$ cat src/core/srs_pkg.sv
// Constants for the slave registration status block
package srs_pkg;
	// Register indexes on the plain register port
	localparam logic [7:0] OFS_OUTPUT_TABLE = 8'h00;
	localparam logic [7:0] OFS_INPUT_TABLE  = 8'h01;
	localparam logic [7:0] OFS_MON_TIME     = 8'h02;
	localparam logic [7:0] OFS_FLAGS        = 8'h04;
	localparam logic [7:0] OFS_STOP_INFO    = 8'h05;
	localparam logic [7:0] OFS_MISS_OUTPUT  = 8'h06;
	localparam logic [7:0] OFS_MISS_INPUT   = 8'h07;
	localparam logic [7:0] OFS_CONTROL      = 8'h10;
	localparam logic [7:0] OFS_IRQ_STATUS   = 8'h11;
	localparam logic [7:0] OFS_IRQ_MASK     = 8'h12;

	// Flag word bit positions
	localparam int BIT_REG_DONE  = 0;
	localparam int BIT_MISSING   = 8;
	localparam int BIT_UNREG     = 9;
	localparam int BIT_STOPPED   = 10;
	localparam int BIT_ERROR     = 15;

	// Stop info word fields
	localparam int STOP_NODE_LSB = 0;
	localparam int STOP_NODE_W   = 8;
	localparam int BIT_STOP_TYPE = 15;

	// Control word bits
	localparam int BIT_STOP_MODE = 0;
	localparam int BIT_RESTART   = 1;

	// Interrupt status and mask bits
	localparam int IRQ_DONE      = 0;
	localparam int IRQ_MISSING   = 1;
	localparam int IRQ_UNREG     = 2;
	localparam int IRQ_STOPPED   = 3;
	localparam int IRQ_W         = 4;

	// Reset values
	localparam logic [15:0] RST_TABLE    = 16'h0000;
	localparam logic [15:0] RST_MON_TIME = 16'h0000;
	localparam logic [15:0] RST_CONTROL  = 16'h0000;
	localparam logic [3:0]  RST_MASK     = 4'h0;

	// Monitoring time: zero selects the default
	localparam logic [15:0] MON_TIME_DEFAULT = 16'h07D0;
	localparam int unsigned CLK_PERIOD_NS = 8;
	localparam int unsigned MS_NS         = 1000000;
	localparam int unsigned MS_CYCLES     = MS_NS / CLK_PERIOD_NS;
endpackage

$ cat src/core/srs_status.sv
// Slave registration and communications stop status logic
// How it works
// - Completed bit 00 once all registered joined
// - Extra unregistered slaves do not block completion
// - Never completed with both tables empty
// - Completed holds until restart or power cycle
// - Missing bit 08 at monitoring timeout
// - Missing clears when culprit slaves join
// - Unregistered bit 09 when stranger joins
// - Unregistered holds until restart or power cycle
// - Stopped bit 10 on error in stop mode
// - Stopped holds until restart or power cycle
// - Error bit 15 high while 08-10 any set
// - Error bit clears when 08-10 clear
// - Stopped node number latched in bits 00-07
// - Per-node missing words at indexes 6, 7
// - Stopped slave type in bit 15
// - Monitoring time counted in 1 ms units
//
// The address-and-strobe port was decided locally.
`timescale 1ns/100ps
module srs_status #(
	parameter int unsigned MS_CYCLES = srs_pkg::MS_CYCLES
) (
	input  wire logic        CLK_SYS_I,
	input  wire logic        RST_B_I,
	input  wire logic [7:0]  ADDR_I,
	input  wire logic [15:0] WR_DATA_I,
	input  wire logic        WR_I,
	input  wire logic        RD_I,
	output logic      [15:0] RD_DATA_O,
	input  wire logic [15:0] OUTPUT_JOINED_I,
	input  wire logic [15:0] INPUT_JOINED_I,
	input  wire logic        COMM_ERR_I,
	input  wire logic [3:0]  COMM_ERR_NODE_I,
	input  wire logic        COMM_ERR_INPUT_I,
	output logic             COMM_HALT_O,
	output logic             IRQ_O
);

	typedef enum logic [0:0] {
		SRS_MONITOR,
		SRS_EXPIRED
	} srs_phase_e;

	srs_phase_e       phase;
	logic [15:0]      output_node_table_bit;
	logic [15:0]      input_node_table_bit;
	logic [15:0]      mon_time;
	logic             stop_mode;
	logic             restart;
	logic [16:0]      ms_cnt;
	logic             ms_tick;
	logic [15:0]      elapsed;
	logic [15:0]      mon_limit;
	logic             reg_done;
	logic [15:0]      miss_output;
	logic [15:0]      miss_input;
	logic             unreg;
	logic             stopped;
	logic [7:0]       stop_node;
	logic             stop_type;
	logic             tables_empty;
	logic             all_joined;
	logic             stranger;
	logic             stop_event;
	logic             missing;
	logic [15:0]      flags_word;
	logic [15:0]      info_word;
	logic [srs_pkg::IRQ_W-1:0] irq_status;
	logic [srs_pkg::IRQ_W-1:0] irq_mask;
	logic [srs_pkg::IRQ_W-1:0] irq_event;
	logic [srs_pkg::IRQ_W-1:0] next_irq_status;
	logic             wr_flags_prev;
	logic             missing_prev;

	// Every marked node of a table is present on the network
	function automatic logic table_met(input logic [15:0] table_bits,
		input logic [15:0] joined);
		table_met = (table_bits & joined) == table_bits;
	endfunction

	function automatic logic is_wr(input logic [7:0] addr, input logic wr,
		input logic [7:0] ofs);
		is_wr = wr && (addr == ofs);
	endfunction

	// Host written tables and configuration; no read-only word is writable
	always_ff @(posedge CLK_SYS_I) begin
		if (!RST_B_I) begin
			output_node_table_bit <= srs_pkg::RST_TABLE;
			input_node_table_bit  <= srs_pkg::RST_TABLE;
			mon_time              <= srs_pkg::RST_MON_TIME;
			stop_mode             <= srs_pkg::RST_CONTROL[srs_pkg::BIT_STOP_MODE];
		end else begin
			if (is_wr(ADDR_I, WR_I, srs_pkg::OFS_OUTPUT_TABLE)) begin
				output_node_table_bit <= WR_DATA_I;
			end
			if (is_wr(ADDR_I, WR_I, srs_pkg::OFS_INPUT_TABLE)) begin
				input_node_table_bit <= WR_DATA_I;
			end
			if (is_wr(ADDR_I, WR_I, srs_pkg::OFS_MON_TIME)) begin
				mon_time <= WR_DATA_I;
			end
			if (is_wr(ADDR_I, WR_I, srs_pkg::OFS_CONTROL)) begin
				stop_mode <= WR_DATA_I[srs_pkg::BIT_STOP_MODE];
			end
		end
	end

	// Unit restart is a write-one pulse; it clears status except the interrupt status, not settings
	always_comb begin
		restart = is_wr(ADDR_I, WR_I, srs_pkg::OFS_CONTROL) &&
			WR_DATA_I[srs_pkg::BIT_RESTART];
	end

	always_comb begin
		tables_empty = (output_node_table_bit | input_node_table_bit) == 16'h0000;
		all_joined = table_met(output_node_table_bit, OUTPUT_JOINED_I) &&
			table_met(input_node_table_bit, INPUT_JOINED_I);
		stranger = ((OUTPUT_JOINED_I & ~output_node_table_bit) |
			(INPUT_JOINED_I & ~input_node_table_bit)) != 16'h0000;
		mon_limit = (mon_time == 16'h0000) ? srs_pkg::MON_TIME_DEFAULT :
			mon_time;
		stop_event = stop_mode && COMM_ERR_I && !stopped;
		missing = (miss_output | miss_input) != 16'h0000;
	end

	// One millisecond tick
	always_ff @(posedge CLK_SYS_I) begin
		if (!RST_B_I || restart) begin
			ms_cnt  <= 17'h00000;
			ms_tick <= 1'b0;
		end else if (ms_cnt == 17'(MS_CYCLES - 1)) begin
			ms_cnt  <= 17'h00000;
			ms_tick <= 1'b1;
		end else begin
			ms_cnt  <= ms_cnt + 17'h00001;
			ms_tick <= 1'b0;
		end
	end

	// Participation monitoring window from reset or restart
	always_ff @(posedge CLK_SYS_I) begin
		if (!RST_B_I || restart) begin
			phase   <= SRS_MONITOR;
			elapsed <= 16'h0000;
		end else begin
			case (phase)
				SRS_MONITOR: begin
					if (ms_tick) begin
						elapsed <= elapsed + 16'h0001;
						if (elapsed + 16'h0001 >= mon_limit) begin
							phase <= SRS_EXPIRED;
						end
					end
				end
				SRS_EXPIRED: begin
					phase <= SRS_EXPIRED;
				end
				default: begin
					phase <= SRS_MONITOR;
				end
			endcase
		end
	end

	// Completion ignores strangers; never completes while both tables are empty
	always_ff @(posedge CLK_SYS_I) begin
		if (!RST_B_I || restart) begin
			reg_done <= 1'b0;
		end else if (all_joined && !tables_empty) begin
			reg_done <= 1'b1;
		end
	end

	// Per-node missing words, captured at timeout then cleared per node
	always_ff @(posedge CLK_SYS_I) begin
		if (!RST_B_I || restart) begin
			miss_output <= 16'h0000;
			miss_input  <= 16'h0000;
		end else if (phase == SRS_MONITOR && ms_tick &&
			elapsed + 16'h0001 >= mon_limit) begin
			miss_output <= output_node_table_bit & ~OUTPUT_JOINED_I;
			miss_input  <= input_node_table_bit & ~INPUT_JOINED_I;
		end else begin
			miss_output <= miss_output & ~OUTPUT_JOINED_I;
			miss_input  <= miss_input & ~INPUT_JOINED_I;
		end
	end

	always_ff @(posedge CLK_SYS_I) begin
		if (!RST_B_I || restart) begin
			unreg <= 1'b0;
		end else if (stranger) begin
			unreg <= 1'b1;
		end
	end

	// First error in stop mode wins; later errors do not overwrite it
	always_ff @(posedge CLK_SYS_I) begin
		if (!RST_B_I || restart) begin
			stopped   <= 1'b0;
			stop_node <= 8'h00;
			stop_type <= 1'b0;
		end else if (stop_event) begin
			stopped   <= 1'b1;
			stop_node <= {4'h0, COMM_ERR_NODE_I};
			stop_type <= COMM_ERR_INPUT_I;
		end
	end

	always_ff @(posedge CLK_SYS_I) begin
		if (!RST_B_I) begin
			COMM_HALT_O <= 1'b0;
		end else begin
			COMM_HALT_O <= stop_event || (stopped && !restart);
		end
	end

	// Status words; unlisted bits stay zero
	always_comb begin
		flags_word = 16'h0000;
		flags_word[srs_pkg::BIT_REG_DONE] = reg_done;
		flags_word[srs_pkg::BIT_MISSING]  = missing;
		flags_word[srs_pkg::BIT_UNREG]    = unreg;
		flags_word[srs_pkg::BIT_STOPPED]  = stopped;
		flags_word[srs_pkg::BIT_ERROR]    = missing || unreg || stopped;
		info_word = 16'h0000;
		info_word[srs_pkg::STOP_NODE_LSB +: srs_pkg::STOP_NODE_W] = stop_node;
		info_word[srs_pkg::BIT_STOP_TYPE] = stop_type;
	end

	// Read data valid the cycle after the read strobe only
	always_ff @(posedge CLK_SYS_I) begin
		if (!RST_B_I || !RD_I) begin
			RD_DATA_O <= 16'h0000;
		end else begin
			case (ADDR_I)
				srs_pkg::OFS_OUTPUT_TABLE: RD_DATA_O <= output_node_table_bit;
				srs_pkg::OFS_INPUT_TABLE:  RD_DATA_O <= input_node_table_bit;
				srs_pkg::OFS_MON_TIME:     RD_DATA_O <= mon_time;
				srs_pkg::OFS_FLAGS:        RD_DATA_O <= flags_word;
				srs_pkg::OFS_STOP_INFO:    RD_DATA_O <= info_word;
				srs_pkg::OFS_MISS_OUTPUT:  RD_DATA_O <= miss_output;
				srs_pkg::OFS_MISS_INPUT:   RD_DATA_O <= miss_input;
				srs_pkg::OFS_CONTROL: begin
					RD_DATA_O <= {15'h0000, stop_mode};
				end
				srs_pkg::OFS_IRQ_STATUS: begin
					RD_DATA_O <= {12'h000, irq_status};
				end
				srs_pkg::OFS_IRQ_MASK: begin
					RD_DATA_O <= {12'h000, irq_mask};
				end
				default: RD_DATA_O <= 16'h0000;
			endcase
		end
	end

	// Rising edges of the flags become interrupt events
	always_ff @(posedge CLK_SYS_I) begin
		if (!RST_B_I) begin
			wr_flags_prev <= 1'b0;
			missing_prev  <= 1'b0;
		end else begin
			wr_flags_prev <= reg_done;
			missing_prev  <= missing;
		end
	end

	always_comb begin
		irq_event = '0;
		irq_event[srs_pkg::IRQ_DONE]    = reg_done && !wr_flags_prev;
		irq_event[srs_pkg::IRQ_MISSING] = missing && !missing_prev;
		irq_event[srs_pkg::IRQ_UNREG]   = stranger && !unreg;
		irq_event[srs_pkg::IRQ_STOPPED] = stop_event;
		next_irq_status = irq_status;
		if (is_wr(ADDR_I, WR_I, srs_pkg::OFS_IRQ_STATUS)) begin
			next_irq_status = irq_status & ~WR_DATA_I[srs_pkg::IRQ_W-1:0];
		end
		// Set beats a same-cycle clear so no event is lost
		next_irq_status = next_irq_status | irq_event;
	end

	always_ff @(posedge CLK_SYS_I) begin
		if (!RST_B_I) begin
			irq_status <= '0;
			irq_mask   <= srs_pkg::RST_MASK;
			IRQ_O      <= 1'b0;
		end else begin
			irq_status <= next_irq_status;
			if (is_wr(ADDR_I, WR_I, srs_pkg::OFS_IRQ_MASK)) begin
				irq_mask <= WR_DATA_I[srs_pkg::IRQ_W-1:0];
			end
			IRQ_O <= (irq_status & irq_mask) != '0;
		end
	end

endmodule

$ cat config.mk
export PLATFORM = sky130hd
export DESIGN_NAME = srs_status
export DESIGN_NICKNAME = d
export VERILOG_FILES = /design/src/core/srs_pkg.sv /design/src/core/srs_status.sv
export SDC_FILE = /design/constraint.sdc
export NUM_CORES = 1
export LEC_CHECK = 0
export BUFFER_PORTS_ARGS = -buffer_cell sky130_fd_sc_hd__buf_4
export CELL_PAD_IN_SITES_DETAIL_PLACEMENT = 0
export CELL_PAD_IN_SITES_GLOBAL_PLACEMENT = 1
export CORE_MARGIN = 3
export CORE_UTILIZATION = 33
export CTS_BUF_LIST = sky130_fd_sc_hd__clkbuf_4 sky130_fd_sc_hd__clkbuf_8
export CTS_CLUSTER_SIZE = 24
export DETAILED_ROUTE_END_ITERATION = 10
export PLACE_DENSITY_LB_ADDON = 0.1
export SYNTH_ARGS = -nofsm -noshare
export SYNTH_HDL_FRONTEND = slang
export SYNTH_SLANG_ARGS = --single-unit
$ cat constraint.sdc
create_clock -name CLK_SYS_I -period 10.2 [get_ports CLK_SYS_I]
set_input_delay 0.51 -clock CLK_SYS_I [delete_from_list [all_inputs] [get_ports CLK_SYS_I]]
set_output_delay 0.51 -clock CLK_SYS_I [all_outputs]
set_load 0.05 [all_outputs]
==> metrics.cfg, run 1 <==
[detailed_routing]
firstDrtPassIters = 6
final_antenna_net_count = 0
vias = 6689
drc_errors = 0
routedWlPerCell_um = 19.7
vias_per_cell = 5.36
drtIter0Drc = 462
postRouteWirelength_mm = 24.6

[placement]
port_buffers = 83
globalplace.congestion = 0.824
dp_slack_ns = 6.04
dp.final_hpwl_mm = 17.8

[clocking]
cts-resized-gates = 0
postCtsSetupBuffers = 0
ctsHoldBuffers = 0
clock_latency_ns = 0.46
cts_sinks = 152
cts_root_buf = clkbuf_8
cts_made_buffers = 17
clk_pin_slew_worst_paths_ns = 0.10
cts_tree = built
htree_levels = 4
clk_path_buf_depth = 2

[timing]
hold_violations = 0
tns_ns = 0
fin_skew_ns = 0.0167
period_share_pct = 40.5
setup_viol = 0
max_clock_freq_mhz = 242
worst_slack_ns = 6.07
drv_slew = 0
relSlewSlack_pct = 24.8
fin_crit_ns = 4.13
worstMarginPinSlew_ns = 1.12
rsz0062_at_grt = no

[synth]
synth_top_cell_by_area = dfxtp_1
yosysSeqAreaShare_pct = 40.4
syn_inst = 891
syn-num-nets = 975
ys_warn_count = 0
avgSynthCellArea_sq_um = 8.46
ys.flop_type = dfxtp_1
syn_area_sq_um = 7530
ys_ff_latch = 152
ys_types = 52
synth_top_area_share_pct = 40.4
synthArstFlopShare_pct = 0
synth_area_leaders = dfxtp_1 40%, mux2i_1 6.1%, a21oi_1 5.3%, nand2_1 5.2%, nor3_2 4.1%
synth_edf_count = 0

[layout]
fill_cells = 2356
drive_above_1_share_pct = 17.7
fin_nets = 1039
final_cell_mix = 152 x dfxtp_1, 105 x nand2_1, 90 x buf_4
diodes = 0
multi_input_area_sq_um = 4100
synthToLayoutAreaGrowth_pct = 16.8
seqCellArea_sq_um = 3040
final_common_cell = dfxtp_1

[global_route]
grt_pass1_vias = 6342
track_usage_pct = 20.0
antenna_found_initial = 0
gr-total-overflow = 0
grt_start_max_net_pins = 62
grt_pass1_wl_mm = 38.0

[floorplanning]
core_sq_um = 22200
dieArea_sq_um = 24700
start_util_pct = 34.0
die_x_um = 157
core.rowCount = 54
design.portCount = 84
die-height_um = 157

[worst_setup_path]
cp-end-kind = flip-flop
critical_path_arrival_ns = 4.46
critical_path.max_fanout = 32
crit_type = reg -> reg
start_kind = flip-flop
required_ns = 10.53

[run_status]
status = completed

[power_and_ir_drop]
vdd_drop_max_mv = 0.0771
power_density_nw_per_um2 = 135
p_leak_nw = 3.12

[run]
maxCapViolCount = 0

[worst_hold_path]
min_path_type = in -> reg

-- synth_stat cells (all sizes together), types with 2 or more instances --
library cell	count
dfxtp	152
nand2	105
a21oi	80
nor2	79
nand3	51
inv	49
mux2i	46
nor3	40
a22oi	39
clkbuf	30
nor4	28
xor2	21
xnor2	20
ha	18
o22ai	18
buf	15
o21ai	14
nand4	11
a31oi	9
and4	7
nand2b	7
mux2	6
a22o	5
or3	5
nor2b	4
or2	4
and3	3
a221oi	2
a222oi	2
a2bb2oi	2
and2	2
o21a	2
-- area by class of cell --
type / count / area share, %
multi-input cells: 644 / 46.6
flip-flops and latches: 152 / 34.6
repair buffers: 90 / 7.68
well taps: 280 / 3.98
clock buffers: 18 / 2.82
clock inverters: 13 / 2.18
inverters: 50 / 2.13
-- per-stage QoR --
| step | cells | hold slack (ns) | area (sq um) | util, % | total power [mW] |
|---|---|---|---|---|---|
| final | 1247 | 0.205 | 8800 | 39.7 | 1.19 |
| after global routing | 1247 | 0.178 | 8800 | 39.7 | 1.23 |
| after CTS | 1247 | 0.176 | 8800 | 39.7 | 1.20 |
| after detailed placement | 1216 | 0.447 | 8360 | 37.7 | 0.680 |
| after global placement | 1216 | 0.433 | 8360 | 37.7 | 0.680 |
| after floorplan | 891 | 0.418 | 7530 | - | 0.640 |
-- sequential cells by signal, summed over array words and instances (netlist names), 4 cells and up --
name	count
irq_mask	4
miss_input	16
elapsed	16
RD_DATA_O	16
irq_status	4
mon_time	16
ms_cnt	17
input_node_table_bit	16
output_node_table_bit	16
miss_output	16
stop_node	4
-- report_power, final --
group	leakage (nW)	switching, mW	total, mW	internal [mW]
combinational	1.67	0.0421	0.0683	0.0262
sequential	1.23	0.00225	0.597	0.595
clock	0.225	0.250	0.526	0.276
-- worst paths after layout --
| check | slack, ns | from | cells past startpoint | endpoint |
|---|---|---|---|---|
| worst max-delay path | 6.07 | elapsed[0]$_SDFFE_PP0P_ | 14 | miss_output[12]$_SDFF_PP0_ |
| worst min-delay path | 0.21 | INPUT_JOINED_I[14] | 2 | miss_input[14]$_SDFF_PP0_ |
| worst max register to register | 6.07 | elapsed[0]$_SDFFE_PP0P_ | 14 | miss_output[12]$_SDFF_PP0_ |
| worst min register to register | 0.47 | ms_cnt[0]$_SDFF_PP0_ | 1 | ms_cnt[0]$_SDFF_PP0_ |
-- kinds of logic (layout without fill, tap and decap cells) --
| family | Yosys count | after routing | share of synthesized area, % |
|---|---|---|---|
| simple gates | 350 | 350 | 24.0 |
| compound gates | 182 | 182 | 15.2 |
| flops | 152 | 152 | 40.4 |
| buf+inv | 95 | 171 | 5.33 |
| mux | 53 | 53 | 7.31 |
| xor+xnor | 41 | 41 | 4.77 |
| fa+ha+maj | 18 | 18 | 2.99 |
-- metal layers --
| metal | up-vias | routed length (um) | track usage (%) |
|---|---|---|---|
| li1 | 3292 | - | - |
| met1 | 3224 | 12100 | 29.0 |
| met2 | 151 | 11200 | 31.7 |
| met3 | 22 | 1050 | 3.24 |
| met4 | 0 | 267 | 3.97 |
| met5 | - | 0 | 0 |
-- worst max-delay path: stages, from the launching register on --
cell	delay (ns)
dfxtp_1	0.41
ha_1	0.23
nand3_1	0.15
or2_2	0.38
nor3_1	0.36
nand3_1	0.15
xnor2_1	0.15
ha_1	0.29
nand4_1	0.11
nor3_2	0.22
or4b_4	0.51
a31oi_4	0.16
buf_4	0.51
mux2i_1	0.30
nor3_2	0.05
Note: power is estimated with default switching activity, not from simulation.
==> inputs of run 2 (changes only) <==
Clock period 10.2 ns to 4.2 ns, I/O delays scaled along.
==> run 2 against run 1 <==
Against the previous run:
- combinational power increased to 2.9 times the previous value
- clock power up 120%
- setup slack got worse by 5.6 ns
- non-clock buffer count up 41
- sequential power increased by 140%
- via count is 2.0% higher
- clock skew is 0.0017 ns lower
- sequential cell count did not move
- register-to-register slack got worse by 5.6 ns
- global-route usage is 0.32 points higher
- final cell count grew 3.4%
- worst hold slack got worse by 0.18 ns
- largest cell class unchanged
==> metrics.cfg, run 2 (same netlist as run 1, synthesis figures left out) <==
[timing]
drv_slew = 0  ; unchanged
tns_ns = 0  ; unchanged
relSlewSlack_pct = 31.6  ; +6.8 points
rsz0062_at_grt = no
setup_viol = 0  ; unchanged
worstMarginPinSlew_ns = 1.02  ; -0.108 ns
max_clock_freq_mhz = 266  ; +9.9%
fin_crit_ns = 3.75  ; -0.373 ns
hold_violations = 0  ; unchanged
fin_skew_ns = 0.0150  ; -0.00167 ns
period_share_pct = 89.4  ; +49 points
timing.hold.ws_ns = 0.0209  ; -0.184 ns

[worst_setup_path]
required_ns = 4.54  ; -5.99 ns
start_kind = flip-flop
critical_path.max_fanout = 32  ; unchanged
crit_family = simple AND/OR/NAND/NOR gates
cp-end-kind = flip-flop
critPathBufInv = 1  ; unchanged
critical_path_arrival_ns = 4.10  ; -0.36 ns
cp_slowest_cell = or4b_4
max_stage_delay_ns = 0.51  ; about the same
crit_path_cell_trace = ha_1 > nand3_1 > or2_2 > nor3_1 > nand3_1 > xnor2_1 > ha_1 > nand4_1 > nor3_2 > or4b_4 > a31oi_4 > buf_12 > mux2i_1 > nor3_2
crit_type = reg -> reg

[floorplanning]
core_sq_um = 22200  ; unchanged
design.portCount = 84  ; unchanged
dieArea_sq_um = 24700  ; unchanged
start_util_pct = 34.0  ; unchanged
die_x_um = 157  ; unchanged
die-height_um = 157  ; unchanged
core.rowCount = 54  ; unchanged

[layout]
diodes = 0  ; unchanged
largest_register_ffs = 17  ; unchanged
final_common_cell = dfxtp_1
final_cell_mix = 152 x dfxtp_1, 105 x nand2_1, 89 x buf_4
fin_nets = 1080  ; +3.9%
drive_above_1_share_pct = 17.1  ; -0.54 points
largest-register = ms_cnt
synthToLayoutAreaGrowth_pct = 22.1

[clocking]
clock_latency_ns = 0.46  ; about the same
cts_made_buffers = 17  ; unchanged
clk_pin_slew_worst_paths_ns = 0.09  ; about the same
cts_tree = built
cts_root_buf = clkbuf_8
cts_sinks = 152  ; unchanged
htree_levels = 4  ; unchanged
clk_path_buf_depth = 2  ; unchanged
postCtsSetupBuffers = 0  ; unchanged

[detailed_routing]
vias_per_cell = 5.29  ; -1.4%
drc_errors = 0  ; unchanged
firstDrtPassIters = 8  ; +2
drtIter0Drc = 452  ; -2.2%
final_antenna_net_count = 0  ; unchanged
routedWlPerCell_um = 19.3  ; -2.4%
vias = 6820  ; +2.0%
postRouteWirelength_mm = 24.9  ; +0.93%

[placement]
port_buffers = 83  ; unchanged
dp.final_hpwl_mm = 17.8  ; -0.20%
globalplace.congestion = 0.814  ; -1.2%

[global_route]
grt_pass1_wl_mm = 38.6  ; +1.8%
grt_start_max_net_pins = 62  ; unchanged
grt_pass1_vias = 6596  ; +4.0%
gr-total-overflow = 0  ; unchanged
track_usage_pct = 20.4  ; +0.32 points
antenna_found_initial = 0  ; unchanged

[run]
maxCapViolCount = 0  ; unchanged

[power_and_ir_drop]
vdd_drop_max_mv = 0.194  ; +150%
power_density_nw_per_um2 = 307  ; +130%
p_leak_nw = 3.28  ; +5.0%

[run_status]
status = completed

[worst_hold_path]
min_path_type = in -> reg

[run 2: per-layer routing]
metal | GRT usage (%) | vias to the layer above | part of all wire (%)
li1 | - | 3382 | -
met1 | 29.3 | 3228 | 49
met2 | 31.3 | 181 | 45
met3 | 3.82 | 29 | 4.4
met4 | 5.54 | 0 | 1.8
met5 | 0 | - | 0
[run 2: final timing paths]
path	start	slack, ns	depth (start not counted)	to
worst min register to register	ms_cnt[0]$_SDFF_PP0_	0.45	1	ms_cnt[0]$_SDFF_PP0_
worst max register to register	elapsed[0]$_SDFFE_PP0P_	0.45	14	miss_input[14]$_SDFF_PP0_
worst min-delay path	WR_DATA_I[6]	0.02	3	mon_time[6]$_SDFFE_PN0P_
worst max-delay path	elapsed[0]$_SDFFE_PP0P_	0.45	14	miss_input[14]$_SDFF_PP0_
[run 2: metrics by stage]
step                      worst slack, ns  cells  cell area, sq um  utilization, %  total power [mW]
final                               0.447   1289              9200            41.5              2.82
after global routing                0.168   1289              9200            41.5              2.94
after CTS                           0.478   1289              9200            41.5              2.86
after detailed placement            0.481   1217              8390            37.9              1.65
after global placement              0.570   1217              8390            37.9              1.65
after floorplan                     0.539    891              7530               -              1.55
[run 2: area by class of cell]
class	count	area, sq um
clock inverters	14	165
inverters	50	188
flip-flops and latches	152	3040
repair buffers	131	1110
well taps	280	350
multi-input cells	644	4100
fillers	2330	13000
clock buffers	18	241
[run 2: power by group]
part           total, mW  switching, mW  leakage (nW)  internal [mW]
Sequential          1.45        0.00513          1.23           1.45
Combinational      0.197          0.109          1.85         0.0884
Clock               1.18          0.625         0.199          0.551
Total               2.82          0.739          3.28           2.08
[run 2: repair_timing]
item                      in CTS  in global routing
hold buffers                  40                  0
hold endpoints to repair      40                  0
resized for setup              0                  0
[run 2: tightest hold or removal path, cell delays in order]
cell	delay (ns)
buf_4	0.12
nand2_1	0.05
a21oi_1	0.05
==> inputs of run 3 (changes only) <==
==> constraint.sdc (replaced) <==
create_clock -name CLK_SYS_I -period 4.2 [get_ports CLK_SYS_I]
set_input_delay 0.63 -clock CLK_SYS_I [delete_from_list [all_inputs] [get_ports CLK_SYS_I]]
set_output_delay 0.63 -clock CLK_SYS_I [all_outputs]
set_load 0.05 [all_outputs]
==> run 3 against run 2 <==
Against the previous run:
- core utilization fell by 1.9 points
- non-clock buffer count down 40
- global-route usage shrank 0.23 points
- largest cell class unchanged
- register-to-register slack better by 0.04 ns
- die area stayed put
- clock-buffer cell count rose by 4
==> metrics.cfg, run 3 (same netlist as run 1, synthesis figures left out) <==
[run_status]
status = completed

[clocking]
cts_tree = built
cts-resized-gates = 0  ; unchanged
clk_path_buf_depth = 2  ; unchanged
cts_root_buf = clkbuf_8
cts_sinks = 152  ; unchanged
postCtsSetupBuffers = 0  ; unchanged
htree_levels = 4  ; unchanged
ctsHoldBuffers = 0  ; -100%
cts_made_buffers = 17  ; unchanged
clk_pin_slew_worst_paths_ns = 0.09  ; about the same
clock_latency_ns = 0.45  ; about the same

[worst_setup_path]
r2r_cells = 14  ; unchanged
critical_path.max_fanout = 32  ; unchanged
cp-end-kind = flip-flop
start_kind = flip-flop
cp_slowest_cell = or4b_4
crit_type = reg -> reg
required_ns = 4.53  ; about the same
max_stage_delay_ns = 0.51  ; about the same
critical_path_arrival_ns = 4.04  ; -0.06 ns
crit_path_cell_trace = ha_1 > nand3_1 > or2_2 > nor3_1 > nand3_1 > xnor2_1 > ha_1 > nand4_1 > nor3_2 > or4b_4 > a31oi_4 > buf_12 > mux2i_1 > nor3_2
worstReg2RegStart = elapsed[0]$_SDFFE_PP0P_
crit_path_start = elapsed[0]$_SDFFE_PP0P_

[floorplanning]
core.rowCount = 54  ; unchanged
die_x_um = 157  ; unchanged
core_sq_um = 22200  ; unchanged
design.portCount = 84  ; unchanged
die-height_um = 157  ; unchanged
dieArea_sq_um = 24700  ; unchanged
start_util_pct = 34.0  ; unchanged

[timing]
fin_crit_ns = 3.71  ; -0.0419 ns
fin_skew_ns = 0.0156  ; +0.000544 ns
drv_slew = 0  ; unchanged
rsz0062_at_grt = no
max_clock_freq_mhz = 269  ; +1.1%
worst_slack_ns = 0.489  ; +0.0419 ns
period_share_pct = 88.4  ; -1.0 points
hold_violations = 0  ; unchanged
relSlewSlack_pct = 30.0  ; -1.7 points
tns_ns = 0  ; unchanged
worstMarginPinSlew_ns = 1.04  ; +0.0247 ns
setup_viol = 0  ; unchanged

[layout]
largest-register = ms_cnt
final_common_cell = dfxtp_1
final_cell_area_sq_um = 8770  ; -4.7%
fin_nets = 1040  ; -3.7%
diodes = 0  ; unchanged
synthToLayoutAreaGrowth_pct = 16.4
drive_above_1_share_pct = 17.9  ; +0.71 points
final_cell_mix = 152 x dfxtp_1, 105 x nand2_1, 89 x buf_4
largest_register_ffs = 17  ; unchanged

[global_route]
grt_start_max_net_pins = 62  ; unchanged
grt_pass1_vias = 6590  ; -0.091%
grt_pass1_wl_mm = 38.4  ; -0.55%
gr-total-overflow = 0  ; unchanged
antenna_found_initial = 0  ; unchanged
track_usage_pct = 20.1  ; -0.23 points

[placement]
placement.cell_area_sq_um = 8390  ; unchanged
port_buffers = 83  ; unchanged
dp_slack_ns = 0.485  ; +0.00401 ns
globalplace.congestion = 0.844  ; +3.7%
dp.final_hpwl_mm = 17.9  ; +0.64%

[worst_hold_path]
min_path_type = in -> reg
hold_path_startpoint = INPUT_JOINED_I[6]
whs_path_depth = 2  ; -1

[detailed_routing]
postRouteWirelength_mm = 24.8  ; about the same
final_antenna_net_count = 0  ; unchanged
drtIter0Drc = 441  ; -2.4%
routedWlPerCell_um = 19.9  ; +3.2%
drc_errors = 0  ; unchanged
firstDrtPassIters = 5  ; -3
vias_per_cell = 5.30  ; +0.19%
vias = 6621  ; -2.9%

[power_and_ir_drop]
power_density_nw_per_um2 = 309  ; +0.78%
vdd_drop_max_mv = 0.185  ; -4.5%
p_leak_nw = 3.10  ; -5.5%

[run]
maxCapViolCount = 0  ; unchanged

==> run 3: worst paths after layout <==
kind | to | slack (ns)
min | miss_input[6]$_SDFF_PP0_ | 0.34
min reg2reg | ms_cnt[0]$_SDFF_PP0_ | 0.45
max reg2reg | miss_output[11]$_SDFF_PP0_ | 0.49
max | miss_output[11]$_SDFF_PP0_ | 0.49
==> run 3: metrics by stage <==
stage               utilization (%)  power, mW  hold slack, ns  instances
floorplan                         -       1.55           0.418        891
global placement               37.9       1.65           0.434       1217
detailed placement             37.9       1.65           0.443       1217
CTS                            39.6       2.75           0.306       1249
global route                   39.6       2.81           0.314       1249
finish                         39.6       2.71           0.342       1249
==> run 3: worst max-delay path: cells and delay by family, from the launching register on <==
kind	cells	cell delay, ns
fa+ha+maj	2	0.52
mux	1	0.26
flops	1	0.40
xor+xnor	1	0.15
buf+inv	1	0.27
simple gates	8	1.76
compound gates	1	0.20
==> run 3: per-layer routing <==
layer,GRT usage [%],up-vias,routed length [um]
met5,0,-,0
met4,5.21,0,373
met3,3.33,27,1050
met2,31.7,156,11100
met1,28.8,3149,12300
li1,-,3289,-
==> run 3: final cells by class <==
| type | instances | area (sq um) |
|---|---|---|
| fillers | 2310 | 13400 |
| multi-input cells | 644 | 4100 |
| flip-flops and latches | 152 | 3040 |
| repair buffers | 91 | 708 |
| well taps | 280 | 350 |
| clock buffers | 22 | 278 |
| inverters | 50 | 188 |
| clock inverters | 10 | 97.6 |
==> run 3: power by group <==
part | leakage (nW) | switching (mW) | internal, mW
logic | 1.69 | 0.104 | 0.0644
clock network | 0.187 | 0.581 | 0.513
registers | 1.23 | 0.00529 | 1.44
